$ cat src/rtl/rbs_pkg.sv
// rbs_pkg: shared constants and types of the configuration readback serializer.
// assumes: included before rtl/rbs_fifo.sv and rtl/rbs_readback.sv.
`default_nettype none
package rbs_pkg;
    // ****************************************
    // stream layout
    // ****************************************
    localparam int DUMMY_BITS = 5;
    localparam int FIRST_HIGH_BITS = 2;
    localparam int CHECK_BITS = 4;
    localparam int LAST_HIGH_BITS = 7;
    localparam int SIGNATURE_BITS = 11;
    localparam int LOAD_CYCLES = 6;
    localparam logic START_BIT = 1'b0;
    localparam logic IDLE_LEVEL = 1'b1;
    // ****************************************
    // checksum
    // ****************************************
    localparam int CRC_WIDTH = 16;
    localparam logic [15:0] CRC_POLY = 16'h1021;
    localparam logic [15:0] CRC_INIT = 16'h0000;
    // ****************************************
    // default sizes
    // ****************************************
    localparam int DEF_FRAME_DATA = 32;
    localparam int DEF_NUM_FRAMES = 8;
    localparam int DEF_CAPTURE_BITS = 16;
    localparam int DEF_FIFO_DEPTH = 16;
    localparam int CNT_WIDTH = 16;

    typedef enum logic [2:0] {
        RBS_IDLE,
        RBS_DUMMY,
        RBS_FRAME,
        RBS_CRC_START,
        RBS_CRC,
        RBS_REINIT
    } rbs_state_t;
endpackage
`default_nettype wire

$ cat src/rtl/rbs_readback.sv
// rbs_readback: serial readback engine for the stored configuration frames.
// assumes: frame memory answers o_frame_addr combinationally on i_clk; the
// readback clocks and trigger are asynchronous pins, sampled here on i_clk.
//
// How it works
// - trigger rise arms; flag rises, edges shift
// - five high dummies, then low start bit
// - first two frame data bits forced high
// - four check bits per frame read high
// - last seven bits of last frame high
// - final start bit, 11-bit signature, flag drops
// - signature is top 11 of CRC-16 CCITT
// - trigger latches inverted capture state
// - configuration bits uninverted, captures inverted
// - capture off returns written configuration values
// - memory tables return current memory contents
// - abort: trigger fall ends and disarms
// - flag high exactly while readback active
// - rising readback clock edges, clock selectable
// - next frame loaded six cycles before start
// - frame data held static between loads
// - trigger high at finish starts readback
`default_nettype none
module rbs_readback
    import rbs_pkg::*;
#(
    parameter int FRAME_DATA = rbs_pkg::DEF_FRAME_DATA,
    parameter int NUM_FRAMES = rbs_pkg::DEF_NUM_FRAMES,
    parameter int CAPTURE_BITS = rbs_pkg::DEF_CAPTURE_BITS,
    parameter int FIFO_DEPTH = rbs_pkg::DEF_FIFO_DEPTH,
    parameter int REINIT_CLOCKS = rbs_pkg::DEF_NUM_FRAMES
) (
    input wire logic i_clk,
    input wire logic i_rst,
    input wire logic i_configuration_clock,
    input wire logic i_user_readback_clock,
    input wire logic i_use_user_clock,
    input wire logic i_readback_trigger,
    input wire logic i_config_finished,
    input wire logic i_capture_enable,
    input wire logic i_abort_enable,
    input wire logic [FRAME_DATA-1:0] i_frame_data,
    input wire logic [FRAME_DATA-1:0] i_capture_mask,
    input wire logic [CAPTURE_BITS-1:0] i_capture_state,
    output logic [rbs_pkg::CNT_WIDTH-1:0] o_frame_addr,
    output logic o_frame_read,
    output logic o_readback_data,
    output logic o_readback_in_progress
);
    import rbs_pkg::*;

    localparam int SHW = FRAME_DATA + CHECK_BITS;
    localparam int FRAME_LEN = 1 + SHW;
    localparam logic [CNT_WIDTH-1:0] LOAD_AT = CNT_WIDTH'(FRAME_LEN - LOAD_CYCLES);
    localparam logic [CNT_WIDTH-1:0] FRAME_LAST = CNT_WIDTH'(FRAME_LEN - 1);
    localparam logic [CNT_WIDTH-1:0] LAST_FRAME = CNT_WIDTH'(NUM_FRAMES - 1);
    localparam logic [CNT_WIDTH-1:0] DUMMY_LAST = CNT_WIDTH'(DUMMY_BITS - 1);
    localparam logic [CNT_WIDTH-1:0] SIG_LAST = CNT_WIDTH'(SIGNATURE_BITS - 1);
    localparam logic [CNT_WIDTH-1:0] REINIT_LAST = CNT_WIDTH'(REINIT_CLOCKS - 1);

    initial begin
        if (SHW < LOAD_CYCLES || FRAME_DATA < LAST_HIGH_BITS || NUM_FRAMES < 1
                || REINIT_CLOCKS < 1 || CAPTURE_BITS < 1
                || FRAME_LEN >= (1 << CNT_WIDTH) || NUM_FRAMES >= (1 << CNT_WIDTH)) begin
            $error("rbs_readback: parameter values cannot be served");
        end
    end

    // ****************************************
    // helper functions
    // ****************************************
    function automatic logic [CRC_WIDTH-1:0] crc_step(input logic [CRC_WIDTH-1:0] c,
                                                      input logic b);
        logic fb;
        fb = c[CRC_WIDTH-1] ^ b;
        crc_step = {c[CRC_WIDTH-2:0], 1'b0} ^ (fb ? CRC_POLY : '0);
    endfunction

    function automatic int count_ones(input logic [FRAME_DATA-1:0] m);
        int n;
        n = 0;
        for (int i = 0; i < FRAME_DATA; i++) begin
            n = n + int'(m[i]);
        end
        count_ones = n;
    endfunction

    // capture positions take snapshot bits in order, MSB position first
    function automatic logic [FRAME_DATA-1:0] merge_capture(
            input logic [FRAME_DATA-1:0] cfg,
            input logic [FRAME_DATA-1:0] mask,
            input logic [CAPTURE_BITS-1:0] snap);
        logic [FRAME_DATA-1:0] r;
        int j;
        r = cfg;
        j = 0;
        for (int i = FRAME_DATA - 1; i >= 0; i--) begin
            if (mask[i] && j < CAPTURE_BITS) begin
                r[i] = snap[j];
                j = j + 1;
            end
        end
        merge_capture = r;
    endfunction

    // forced-high positions applied as the frame enters the stage register
    function automatic logic [SHW-1:0] shape_frame(input logic [FRAME_DATA-1:0] d,
                                                   input logic first,
                                                   input logic last);
        logic [SHW-1:0] r;
        r = {d, {CHECK_BITS{1'b1}}};
        if (first) begin
            r[SHW-1 -: FIRST_HIGH_BITS] = '1;
        end
        if (last) begin
            r[LAST_HIGH_BITS-1:0] = '1;
        end
        shape_frame = r;
    endfunction

    // ****************************************
    // pin synchronisers and edge detection
    // ****************************************
    logic cfg_clk_a;
    logic cfg_clk_b;
    logic usr_clk_a;
    logic usr_clk_b;
    logic rclk_d;
    logic trig_a;
    logic trig_b;
    logic trig_d;
    logic fin_d;
    logic rclk_sel;
    logic rclk_rise;
    logic trig_rise;
    logic trig_fall;
    logic start_evt;

    always_ff @(posedge i_clk or posedge i_rst) begin
        if (i_rst) begin
            cfg_clk_a <= 1'b0;
            cfg_clk_b <= 1'b0;
            usr_clk_a <= 1'b0;
            usr_clk_b <= 1'b0;
            trig_a <= 1'b0;
            trig_b <= 1'b0;
        end else begin
            cfg_clk_a <= i_configuration_clock;
            cfg_clk_b <= cfg_clk_a;
            usr_clk_a <= i_user_readback_clock;
            usr_clk_b <= usr_clk_a;
            trig_a <= i_readback_trigger;
            trig_b <= trig_a;
        end
    end

    assign rclk_sel = i_use_user_clock ? usr_clk_b : cfg_clk_b;

    always_ff @(posedge i_clk or posedge i_rst) begin
        if (i_rst) begin
            rclk_d <= 1'b0;
            trig_d <= 1'b0;
            fin_d <= 1'b0;
        end else begin
            rclk_d <= rclk_sel;
            trig_d <= trig_b;
            fin_d <= i_config_finished;
        end
    end

    assign rclk_rise = rclk_sel && !rclk_d;
    assign trig_rise = trig_b && !trig_d;
    assign trig_fall = !trig_b && trig_d;
    assign start_evt = trig_rise || (i_config_finished && !fin_d && trig_b);

    // ****************************************
    // arming and capture snapshot
    // ****************************************
    rbs_state_t state;
    logic pending;
    logic abort_evt;
    logic arm_evt;
    logic [CAPTURE_BITS-1:0] snap;

    assign arm_evt = start_evt && state == RBS_IDLE && !pending;
    assign abort_evt = i_abort_enable && trig_fall && (pending || o_readback_in_progress);

    always_ff @(posedge i_clk or posedge i_rst) begin
        if (i_rst) begin
            pending <= 1'b0;
        end else if (abort_evt) begin
            pending <= 1'b0;
        end else if (arm_evt) begin
            pending <= 1'b1;
        end else if (rclk_rise && state == RBS_IDLE) begin
            pending <= 1'b0;
        end
    end

    always_ff @(posedge i_clk or posedge i_rst) begin
        if (i_rst) begin
            snap <= '0;
        end else if (arm_evt) begin
            snap <= ~i_capture_state;
        end else if (o_frame_read) begin
            snap <= snap >> count_ones(i_capture_mask);
        end
    end

    // ****************************************
    // frame fetch into the FIFO
    // ****************************************
    logic fetch_active;
    logic fifo_in_ready;
    logic fifo_out_valid;
    logic [FRAME_DATA-1:0] fifo_out;
    logic [FRAME_DATA-1:0] fetch_word;
    logic pop;

    assign o_frame_read = fetch_active && fifo_in_ready && !abort_evt;
    assign fetch_word = i_capture_enable
        ? merge_capture(i_frame_data, i_capture_mask, snap) : i_frame_data;

    always_ff @(posedge i_clk or posedge i_rst) begin
        if (i_rst) begin
            fetch_active <= 1'b0;
            o_frame_addr <= '0;
        end else if (abort_evt) begin
            fetch_active <= 1'b0;
        end else if (arm_evt) begin
            fetch_active <= 1'b1;
            o_frame_addr <= '0;
        end else if (o_frame_read) begin
            o_frame_addr <= o_frame_addr + 1'b1;
            if (o_frame_addr == LAST_FRAME) begin
                fetch_active <= 1'b0;
            end
        end
    end

    // the FIFO decouples the fast fetch from the slow readback clock
    rbs_fifo #(
        .WIDTH(FRAME_DATA),
        .DEPTH(FIFO_DEPTH)
    ) u_fifo (
        .i_clk(i_clk),
        .i_rst(i_rst),
        .i_flush(abort_evt),
        .i_in_valid(fetch_active),
        .o_in_ready(fifo_in_ready),
        .i_in_data(fetch_word),
        .o_out_valid(fifo_out_valid),
        .i_out_ready(pop),
        .o_out_data(fifo_out)
    );

    // ****************************************
    // serial stream
    // ****************************************
    logic [CNT_WIDTH-1:0] cnt;
    logic [CNT_WIDTH-1:0] frame_no;
    logic [SHW-1:0] stage;
    logic [SHW-1:0] shf;
    logic [CRC_WIDTH-1:0] crc;
    logic first_pop;
    logic later_pop;

    assign first_pop = rclk_rise && state == RBS_IDLE && pending;
    assign later_pop = rclk_rise && state == RBS_FRAME && cnt == LOAD_AT
        && frame_no != LAST_FRAME;
    assign pop = (first_pop || later_pop) && fifo_out_valid && !abort_evt;

    always_ff @(posedge i_clk or posedge i_rst) begin
        if (i_rst) begin
            stage <= '1;
        end else if (pop) begin
            stage <= shape_frame(fifo_out, first_pop,
                                 first_pop ? (LAST_FRAME == '0) : (frame_no + 1'b1 == LAST_FRAME));
        end
    end

    always_ff @(posedge i_clk or posedge i_rst) begin
        if (i_rst) begin
            state <= RBS_IDLE;
            cnt <= '0;
            frame_no <= '0;
            shf <= '1;
            crc <= CRC_INIT;
            o_readback_data <= IDLE_LEVEL;
            o_readback_in_progress <= 1'b0;
        end else if (abort_evt) begin
            state <= RBS_REINIT;
            cnt <= '0;
            o_readback_data <= IDLE_LEVEL;
            o_readback_in_progress <= 1'b0;
        end else if (rclk_rise) begin
            case (state)
                RBS_IDLE: begin
                    o_readback_data <= IDLE_LEVEL;
                    if (pending) begin
                        o_readback_in_progress <= 1'b1;
                        state <= RBS_DUMMY;
                        cnt <= '0;
                        frame_no <= '0;
                        crc <= CRC_INIT;
                    end else begin
                        // flag drops after signature
                        // held through the last signature bit so the controller still sees it
                        o_readback_in_progress <= 1'b0;
                    end
                end
                RBS_DUMMY: begin
                    o_readback_data <= 1'b1;
                    if (cnt == DUMMY_LAST) begin
                        state <= RBS_FRAME;
                        cnt <= '0;
                    end else begin
                        cnt <= cnt + 1'b1;
                    end
                end
                RBS_FRAME: begin
                    if (cnt == '0) begin
                        o_readback_data <= START_BIT;
                        shf <= stage;
                    end else begin
                        o_readback_data <= shf[SHW-1];
                        shf <= {shf[SHW-2:0], 1'b1};
                        crc <= crc_step(crc, shf[SHW-1]);
                    end
                    if (cnt == FRAME_LAST) begin
                        cnt <= '0;
                        if (frame_no == LAST_FRAME) begin
                            state <= RBS_CRC_START;
                        end else begin
                            frame_no <= frame_no + 1'b1;
                        end
                    end else begin
                        cnt <= cnt + 1'b1;
                    end
                end
                RBS_CRC_START: begin
                    o_readback_data <= START_BIT;
                    state <= RBS_CRC;
                    cnt <= '0;
                end
                RBS_CRC: begin
                    o_readback_data <= crc[CRC_WIDTH-1];
                    crc <= {crc[CRC_WIDTH-2:0], 1'b0};
                    if (cnt == SIG_LAST) begin
                        state <= RBS_IDLE;
                        cnt <= '0;
                    end else begin
                        cnt <= cnt + 1'b1;
                    end
                end
                RBS_REINIT: begin
                    o_readback_data <= IDLE_LEVEL;
                    if (cnt == REINIT_LAST) begin
                        state <= RBS_IDLE;
                        cnt <= '0;
                    end else begin
                        cnt <= cnt + 1'b1;
                    end
                end
                default: begin
                    state <= RBS_IDLE;
                    o_readback_in_progress <= 1'b0;
                end
            endcase
        end
    end
endmodule
`default_nettype wire

$ cat src/rtl/rbs_fifo.sv
// rbs_fifo: flip-flop FIFO with valid/ready on both sides and a flush.
// assumes: one clock, producer and consumer on that clock.
`default_nettype none
module rbs_fifo #(
    parameter int WIDTH = 36,
    parameter int DEPTH = 16
) (
    input wire logic i_clk,
    input wire logic i_rst,
    input wire logic i_flush,
    input wire logic i_in_valid,
    output logic o_in_ready,
    input wire logic [WIDTH-1:0] i_in_data,
    output logic o_out_valid,
    input wire logic i_out_ready,
    output logic [WIDTH-1:0] o_out_data
);
    localparam int AW = (DEPTH > 1) ? $clog2(DEPTH) : 1;

    initial begin
        if (DEPTH < 2 || WIDTH < 1) begin
            $error("rbs_fifo: DEPTH must be at least 2 and WIDTH at least 1");
        end
    end

    logic [WIDTH-1:0] mem [DEPTH];
    logic [AW-1:0] wr_ptr;
    logic [AW-1:0] rd_ptr;
    logic [AW:0] count;
    logic push;
    logic pop;

    assign o_in_ready = (count != (AW+1)'(DEPTH));
    assign o_out_valid = (count != '0);
    assign o_out_data = mem[rd_ptr];
    assign push = i_in_valid && o_in_ready && !i_flush;
    assign pop = o_out_valid && i_out_ready && !i_flush;

    function automatic logic [AW-1:0] bump(input logic [AW-1:0] p);
        bump = (p == AW'(DEPTH - 1)) ? '0 : AW'(p + 1'b1);
    endfunction

    always_ff @(posedge i_clk) begin
        if (push) begin
            mem[wr_ptr] <= i_in_data;
        end
    end

    always_ff @(posedge i_clk or posedge i_rst) begin
        if (i_rst) begin
            wr_ptr <= '0;
            rd_ptr <= '0;
            count <= '0;
        end else if (i_flush) begin
            wr_ptr <= '0;
            rd_ptr <= '0;
            count <= '0;
        end else begin
            if (push) begin
                wr_ptr <= bump(wr_ptr);
            end
            if (pop) begin
                rd_ptr <= bump(rd_ptr);
            end
            if (push && !pop) begin
                count <= count + 1'b1;
            end else if (pop && !push) begin
                count <= count - 1'b1;
            end
        end
    end
endmodule
`default_nettype wire

$ cat config.mk
export PLATFORM = sky130hd
export DESIGN_NAME = rbs_readback
export DESIGN_NICKNAME = d
export VERILOG_FILES = /design/src/rtl/rbs_pkg.sv /design/src/rtl/rbs_readback.sv /design/src/rtl/rbs_fifo.sv
export SDC_FILE = /design/constraint.sdc
export NUM_CORES = 1
export LEC_CHECK = 0
export BUFFER_PORTS_ARGS = -buffer_cell sky130_fd_sc_hd__clkbuf_2
export CAP_MARGIN = 20
export CORE_MARGIN = 4
export CORE_UTILIZATION = 55
export CTS_CLUSTER_DIAMETER = 150
export DETAILED_ROUTE_END_ITERATION = 10
export PLACE_DENSITY = 0.74
export SLEW_MARGIN = 20
export SYNTH_ARGS = -nofsm -noshare
export SYNTH_HDL_FRONTEND = slang
export SYNTH_SLANG_ARGS = --single-unit
$ cat constraint.sdc
create_clock -name i_clk -period 6.1 [get_ports i_clk]
set_input_delay 1.22 -clock i_clk [delete_from_list [all_inputs] [get_ports i_clk]]
set_output_delay 1.22 -clock i_clk [all_outputs]
set_load 0.02 [all_outputs]
==> metrics.md, run 1 <==
| Metric | Value |
|---|---|
| Clock Latency Late Sink | ~0.63 ns |
| Core Box Area | 0.0704 mm^2 |
| Post-route setup TNS | -2289.19 ns |
| Minimum clock period | between 15 and 20 ns |
| Slowest Stage Delay on Critical Path | between 0.4 and 0.5 ns |
| Synth cell count leaders | 512 x edfxtp_1, 367 x nand2_1, 227 x mux4_2 |
| Count leader, synth | edfxtp_1 |
| Max cap viols | 0 |
| Synth Instances | ~3000 |
| Worst Path Max Fanout | 12 |
| Die width | roughly 280 um |
| Initial antenna violation count | 6 |
| Yosys cell types | roughly 150 |
| Routed Antenna Nets | 0 |
| CP Data Required Time | ~6.6 ns |
| Crit. End Element | register |
| Largest cells by area after synthesis | edfxtp_1 39%, mux4_2 13%, dfrtp_1 6.9% |
| Post-Syn Area | 0.0393 mm^2 |
| Worst path most repeated cell | ha_4 |
| CTS Hold Bufs | 0 |
| CP max stage cell | or4_4 |
| Final #Nets | ~3900 |
| TritonCTS buffer count | 70 |
| Final Cycle Share | 296% |
| IO Count | between 100 and 150 |
| Final hold slack | approximately 0.35 ns |
| Sequential share of the synthesized area | 50.4% |
| Async SR Flop Fraction | between 20% and 30% |
| Wire per inst | 26.2 um |
| Area leader, netlist | edfxtp_1 |
| Die height | around 280 um |
| Max Slew Vio Count | 0 |
| Violated checks | setup timing |
| Fill cells | 4655 |
| Via Count | 30200 |
| Clk buf depth | 3 |
| Die area | about 0.076 mm^2 |
| Final Setup Violations | 368 |
| Clock Skew | around 0.044 ns |
| Share of cells above drive strength 1 | 42.8% |
| Worst hold path class | reg2reg |
| CTS H-tree depth | 3 |
| Total grt overflow | 0 |
| Global-route wire length before repair | ~190 mm |
| Drt total wl | between 100 and 150 mm |
| Hold Vio Cnt, Final | 0 |
| Clock slew at reported path FFs | 0.06 ns |
| Top cell type's share of synthesized area | approximately two fifths |
| Row cnt | 97 |
| Clk Tree Root Cell | clkbuf_16 |
| Post-synth EDFFs | between 500 and 600 |
| CTS tree | done |
| Sequential cell area | approximately 0.02 mm^2 |
| Post-DP HPWL | 76.5 mm |
| Slew of the pin with the lowest slew margin | slightly below 1 ns |
| Top achievable clock speed | 0.0553 GHz |
| Post-Syn Nets | between 3000 and 4000 |
| Inst Count DP | 4499 |
| Footprint of the multi-input gates | roughly 0.02 mm^2 |
| Non-Filler Instances | 4683 |
| RSZ-0062 raised after global routing | yes |
| Startpoint types | input pin |
| DRC | 0 |
| Final Wtd Congestion | just under 1 |
| IO Port Bufs | ~110 |
| Vias per cell | about 6.5 |
| Worst Setup Path Type | in2reg |
| Yosys reg bits | between 600 and 700 |
| Syn avg cell area | ~13 um^2 |
| Largest net degree at the start of global routing | 97 |
| P&R area growth vs syn | 26.3% |
| Gr usage total | between 30% and 40% |
| Vias in the first global route | between 30000 and 40000 |
| Pre-antenna DRT Iters | 6 |
| Slew margin rel. | approximately 34% |
| Fin worst setup slack | -11.97 ns |
| Worst Path Arrival | 18.53 ns |
| Clock sink total | roughly 690 |
| Starting density of the core | between 50% and 60% |
| YS warnings | 0 |
| Outcome | complete, but fails checks |
| Initial DRC count | roughly 3700 |
| Synth Flop Type | edfxtp_1 |
[final timing paths]
| check | from | end | slack [ns] | cells past startpoint |
|---|---|---|---|---|
| max in group asynchronous | i_rst | stage[30]$_DFFE_PP1P_ | 4.26 | 3 |
| hold / removal | cfg_clk_a$_DFF_PP0_ | cfg_clk_b$_DFF_PP0_ | 0.35 | 0 |
| setup / recovery | i_capture_mask[30] | u_fifo.mem[2][0]$_DFFE_PP_ | -11.97 | 108 |
| setup reg to reg | u_fifo.count[0]$_DFFE_PP0P_ | u_fifo.count[4]$_DFFE_PP0P_ | 2.47 | 15 |
| min in group asynchronous | i_rst | o_frame_addr[15]$_DFFE_PP0P_ | 0.80 | 2 |
| hold reg to reg | cfg_clk_a$_DFF_PP0_ | cfg_clk_b$_DFF_PP0_ | 0.35 | 0 |
[through the flow]
| stage | instance area [um^2] | setup slack [ns] | utilization, % |
|---|---|---|---|
| 5_1_grt | 49600 | -12.59 | 70.5 |
| 6_report | 49600 | -11.97 | 70.5 |
| 2_1_floorplan | 40400 | -15.07 | - |
| 3_3_place_gp | 45900 | -12.81 | 65.2 |
| 3_5_place_dp | 45900 | -13.30 | 65.2 |
| 4_1_cts | 49000 | -11.79 | 69.6 |
[what timing repair did]
| item | CTS | global route |
|---|---|---|
| buffers inserted | 30 | 22 |
| pin swaps | 84 | 40 |
| cloned | 1 | 3 |
| setup endpoints to repair | 384 | 384 |
| gates resized for setup | 87 | 95 |
[worst max-delay path, delay by kind of cell]
family	cells	cell delay [ns]
XOR/XNOR	5	0.80
AND/OR/NAND/NOR	31	3.96
buffers and inverters	22	2.10
adder cells (fa/ha/maj)	18	3.72
AO/OA/AOI/OAI	23	4.77
multiplexers	9	1.90
[per-layer routing]
metal | wire length (um) | part of all wire (%) | vias up | track usage (%)
met2 | 60600 | 49 | 1645 | 54.2
met4 | 4660 | 3.8 | 6 | 11.9
met1 | 47300 | 39 | 15300 | 42.9
li1 | - | - | 13000 | -
met3 | 9850 | 8.0 | 317 | 4.89
met5 | 47 | 0.038 | - | 0
[kinds of logic after synthesis]
family          count (synthesis)  synth area share [%]
flops                         685                  50.4
xor+xnor                      108                  3.54
buf+inv                       305                  3.28
mux                           412                  18.6
fa+ha+maj                      76                  2.90
simple gates                  880                  10.8
compound gates                574                  10.6
[placed cells by master, fill, tap and decap left out, drive strengths merged, types with 55 or more instances in the layout]
| cell | count |
|---|---|
| nor2 | 160 |
| buf | 648 |
| edfxtp | 512 |
| nand2 | 371 |
| nand3 | 69 |
| dfstp | 65 |
| and2 | 55 |
| mux2i | 120 |
| inv | 120 |
| xnor2 | 66 |
| mux4 | 241 |
| o21ai | 178 |
| dfrtp | 108 |
| clkbuf | 201 |
| a21oi | 97 |
[sequential cells by signal, summed over array words and instances (netlist names), 3 cells and up]
signal / cells
state: 3
snap: 16
u_fifo.rd_ptr: 4
stage: 32
u_fifo.count: 5
frame_no: 16
shf: 32
crc: 16
u_fifo.wr_ptr: 4
u_fifo.mem: 512
cnt: 16
o_frame_addr: 16
[area by class of cell]
class	instances	share of cell area, %
multi-input combinational	2052	40.3
tap	940	2.37
timing repair buffer	756	11.5
sequential	685	39.9
clock buffer	93	4.03
inverter	120	1.02
antenna	3	0.0151
clock inverter	34	0.865
Power of run 1 is not shown: default switching activity piles up to over one toggle a cycle in this logic, so the estimate is an artifact.
==> run 2: changes to the inputs <==
--- a/config.mk
+++ b/config.mk
@@ -12,6 +12,7 @@
 export CTS_CLUSTER_DIAMETER = 150
 export DETAILED_ROUTE_END_ITERATION = 10
 export PLACE_DENSITY = 0.74
+export SKIP_LAST_GASP = 1
 export SLEW_MARGIN = 20
 export SYNTH_ARGS = -nofsm -noshare
 export SYNTH_HDL_FRONTEND = slang
==> metrics.md, run 2 (synthesized netlist as in run 1, its figures left out) <==
| Metric | Value |
|---|---|
| Share of cells above drive strength 1 | roughly 42% |
| Footprint of the multi-input gates | about 0.020 mm^2 |
| Worst Path Arrival | about 19 ns |
| Routed Antenna Nets | 0 |
| Slew margin rel. | about 34% |
| DRC | 0 |
| Initial DRC count | between 3000 and 4000 |
| TritonCTS buffer count | 70 |
| Final Cycle Share | 296% |
| Die height | around 280 um |
| Sequential cell area | a little under 0.02 mm^2 |
| Outcome | complete, but fails checks |
| Post-route setup TNS | -2296.59 ns |
| Clk Tree Root Cell | clkbuf_16 |
| Clock slew at reported path FFs | roughly 0.060 ns |
| CP Data Required Time | 6.56 ns |
| Top achievable clock speed | 0.0553 GHz |
| Total grt overflow | 0 |
| Most frequent cells in the layout | 620 x buf_4, 512 x edfxtp_1, 344 x nand2_1, 227 x mux4_2, 147 x nor2_1 |
| Worst Path Max Fanout | 12 |
| Die width | 275 um |
| Final Setup Violations | roughly 380 |
| Vias in the first global route | just over 30000 |
| P&R area growth vs syn | 25.8% |
| Clock sink total | 685 |
| IO Count | ~110 |
| Violated checks | setup timing |
| Register bank with the most flops | u_fifo.mem |
| Pre-antenna DRT Iters | 5 |
| Clock Latency Late Sink | ~0.63 ns |
| Starting density of the core | between 50% and 60% |
| Clock Skew | around 0.044 ns |
| CTS H-tree depth | 3 |
| Vias per cell | ~6.5 |
| Crit. End Element | register |
| Gr usage total | about a third |
| Startpoint types | input pin |
| Fill cells | 4687 |
| Final Wtd Congestion | 0.967 |
| Row cnt | slightly below 100 |
| Hold Vio Cnt, Final | 0 |
| CP max stage cell | or4_4 |
| CTS Hold Bufs | 0 |
| Via Count | a little over 30000 |
| Most common cell after layout, fill and taps aside | buf_4 |
| Drt total wl | between 100 and 150 mm |
| Minimum clock period | about 18 ns |
| Largest registers | u_fifo.mem (512), shf (32), stage (32) |
| Global-route wire length before repair | ~190 mm |
| Die area | ~0.076 mm^2 |
| Worst Setup Path Type | in2reg |
| Final #Nets | between 3000 and 4000 |
| Slew of the pin with the lowest slew margin | a little under 1 ns |
| Initial antenna violation count | 5 |
| Max cap viols | 0 |
| Clk buf depth | 3 |
| Max Slew Vio Count | 0 |
| Max reg flops | 512 |
| Wire per inst | approximately 26 um |
| CTS tree | done |
| Core Box Area | slightly above 0.07 mm^2 |
| Worst hold path class | reg2reg |
| RSZ-0062 raised after global routing | yes |
| Fin worst setup slack | -11.98 ns |
| IO Port Bufs | between 100 and 150 |
| Worst path most repeated cell | ha_4 |
| Post-DP HPWL | 76.5 mm |
| Slowest Stage Delay on Critical Path | between 0.4 and 0.5 ns |
| Largest net degree at the start of global routing | 97 |
-- run 2: what timing repair did --
action	4_1_cts	5_1_grt
cloned	1	3
gates resized for setup	70	55
hold endpoints to repair	0	0
pin swaps	74	25
buffers inserted	30	23
endpoints found under the setup margin	384	384
-- run 2: critical path, delay by kind of cell --
| kind | cells | cell delay, ns |
|---|---|---|
| AOI/OAI and AO/OA | 25 | 4.96 |
| xor gates and xnor gates | 7 | 1.11 |
| adders and majority gates | 18 | 3.59 |
| buffers and inverters | 25 | 2.48 |
| muxes | 6 | 1.25 |
| and+or+nand+nor | 30 | 3.83 |
-- run 2: final cells by class --
cell class / instances / area share [%]
inverter: 120 / 1.02
clock buffer: 93 / 4.05
clock inverter: 34 / 0.868
tap: 940 / 2.38
sequential: 685 / 40.1
timing repair buffer: 760 / 11.6
multi-input combinational: 2050 / 40.0
antenna: 2 / 0.0101
-- run 2: final timing paths --
kind	start	to	slack, ns	cells after the start
setup reg to reg	u_fifo.count[1]$_DFFE_PP0P_	u_fifo.count[4]$_DFFE_PP0P_	2.47	15
setup / recovery	i_capture_mask[30]	u_fifo.mem[2][0]$_DFFE_PP_	-11.98	111
hold / removal	cfg_clk_a$_DFF_PP0_	cfg_clk_b$_DFF_PP0_	0.35	0
hold reg to reg	cfg_clk_a$_DFF_PP0_	cfg_clk_b$_DFF_PP0_	0.35	0
max in group asynchronous	i_rst	stage[30]$_DFFE_PP1P_	4.26	3
min in group asynchronous	i_rst	o_frame_addr[15]$_DFFE_PP0P_	0.80	2
-- run 2: stage by stage --
step / setup slack [ns] / hold WS, ns / util [%] / instance area, um^2 / std cells
2_1_floorplan: -15.07 / 0.331 / - / 40400 / 3040
3_3_place_gp: -12.81 / 0.333 / 65.2 / 45900 / 4499
3_5_place_dp: -13.30 / 0.345 / 65.2 / 45900 / 4499
4_1_cts: -11.84 / 0.358 / 69.5 / 48900 / 4656
5_1_grt: -12.60 / 0.364 / 70.2 / 49400 / 4684
6_report: -11.98 / 0.352 / 70.2 / 49400 / 4684
-- run 2: per-layer routing --
layer | GRT usage [%] | routed length (um)
met1 | 42.8 | 46500
met3 | 4.97 | 10400
met5 | 0 | 47
met2 | 54.1 | 60700
met4 | 12.0 | 4710
Power of run 2 is left out for the same reason.
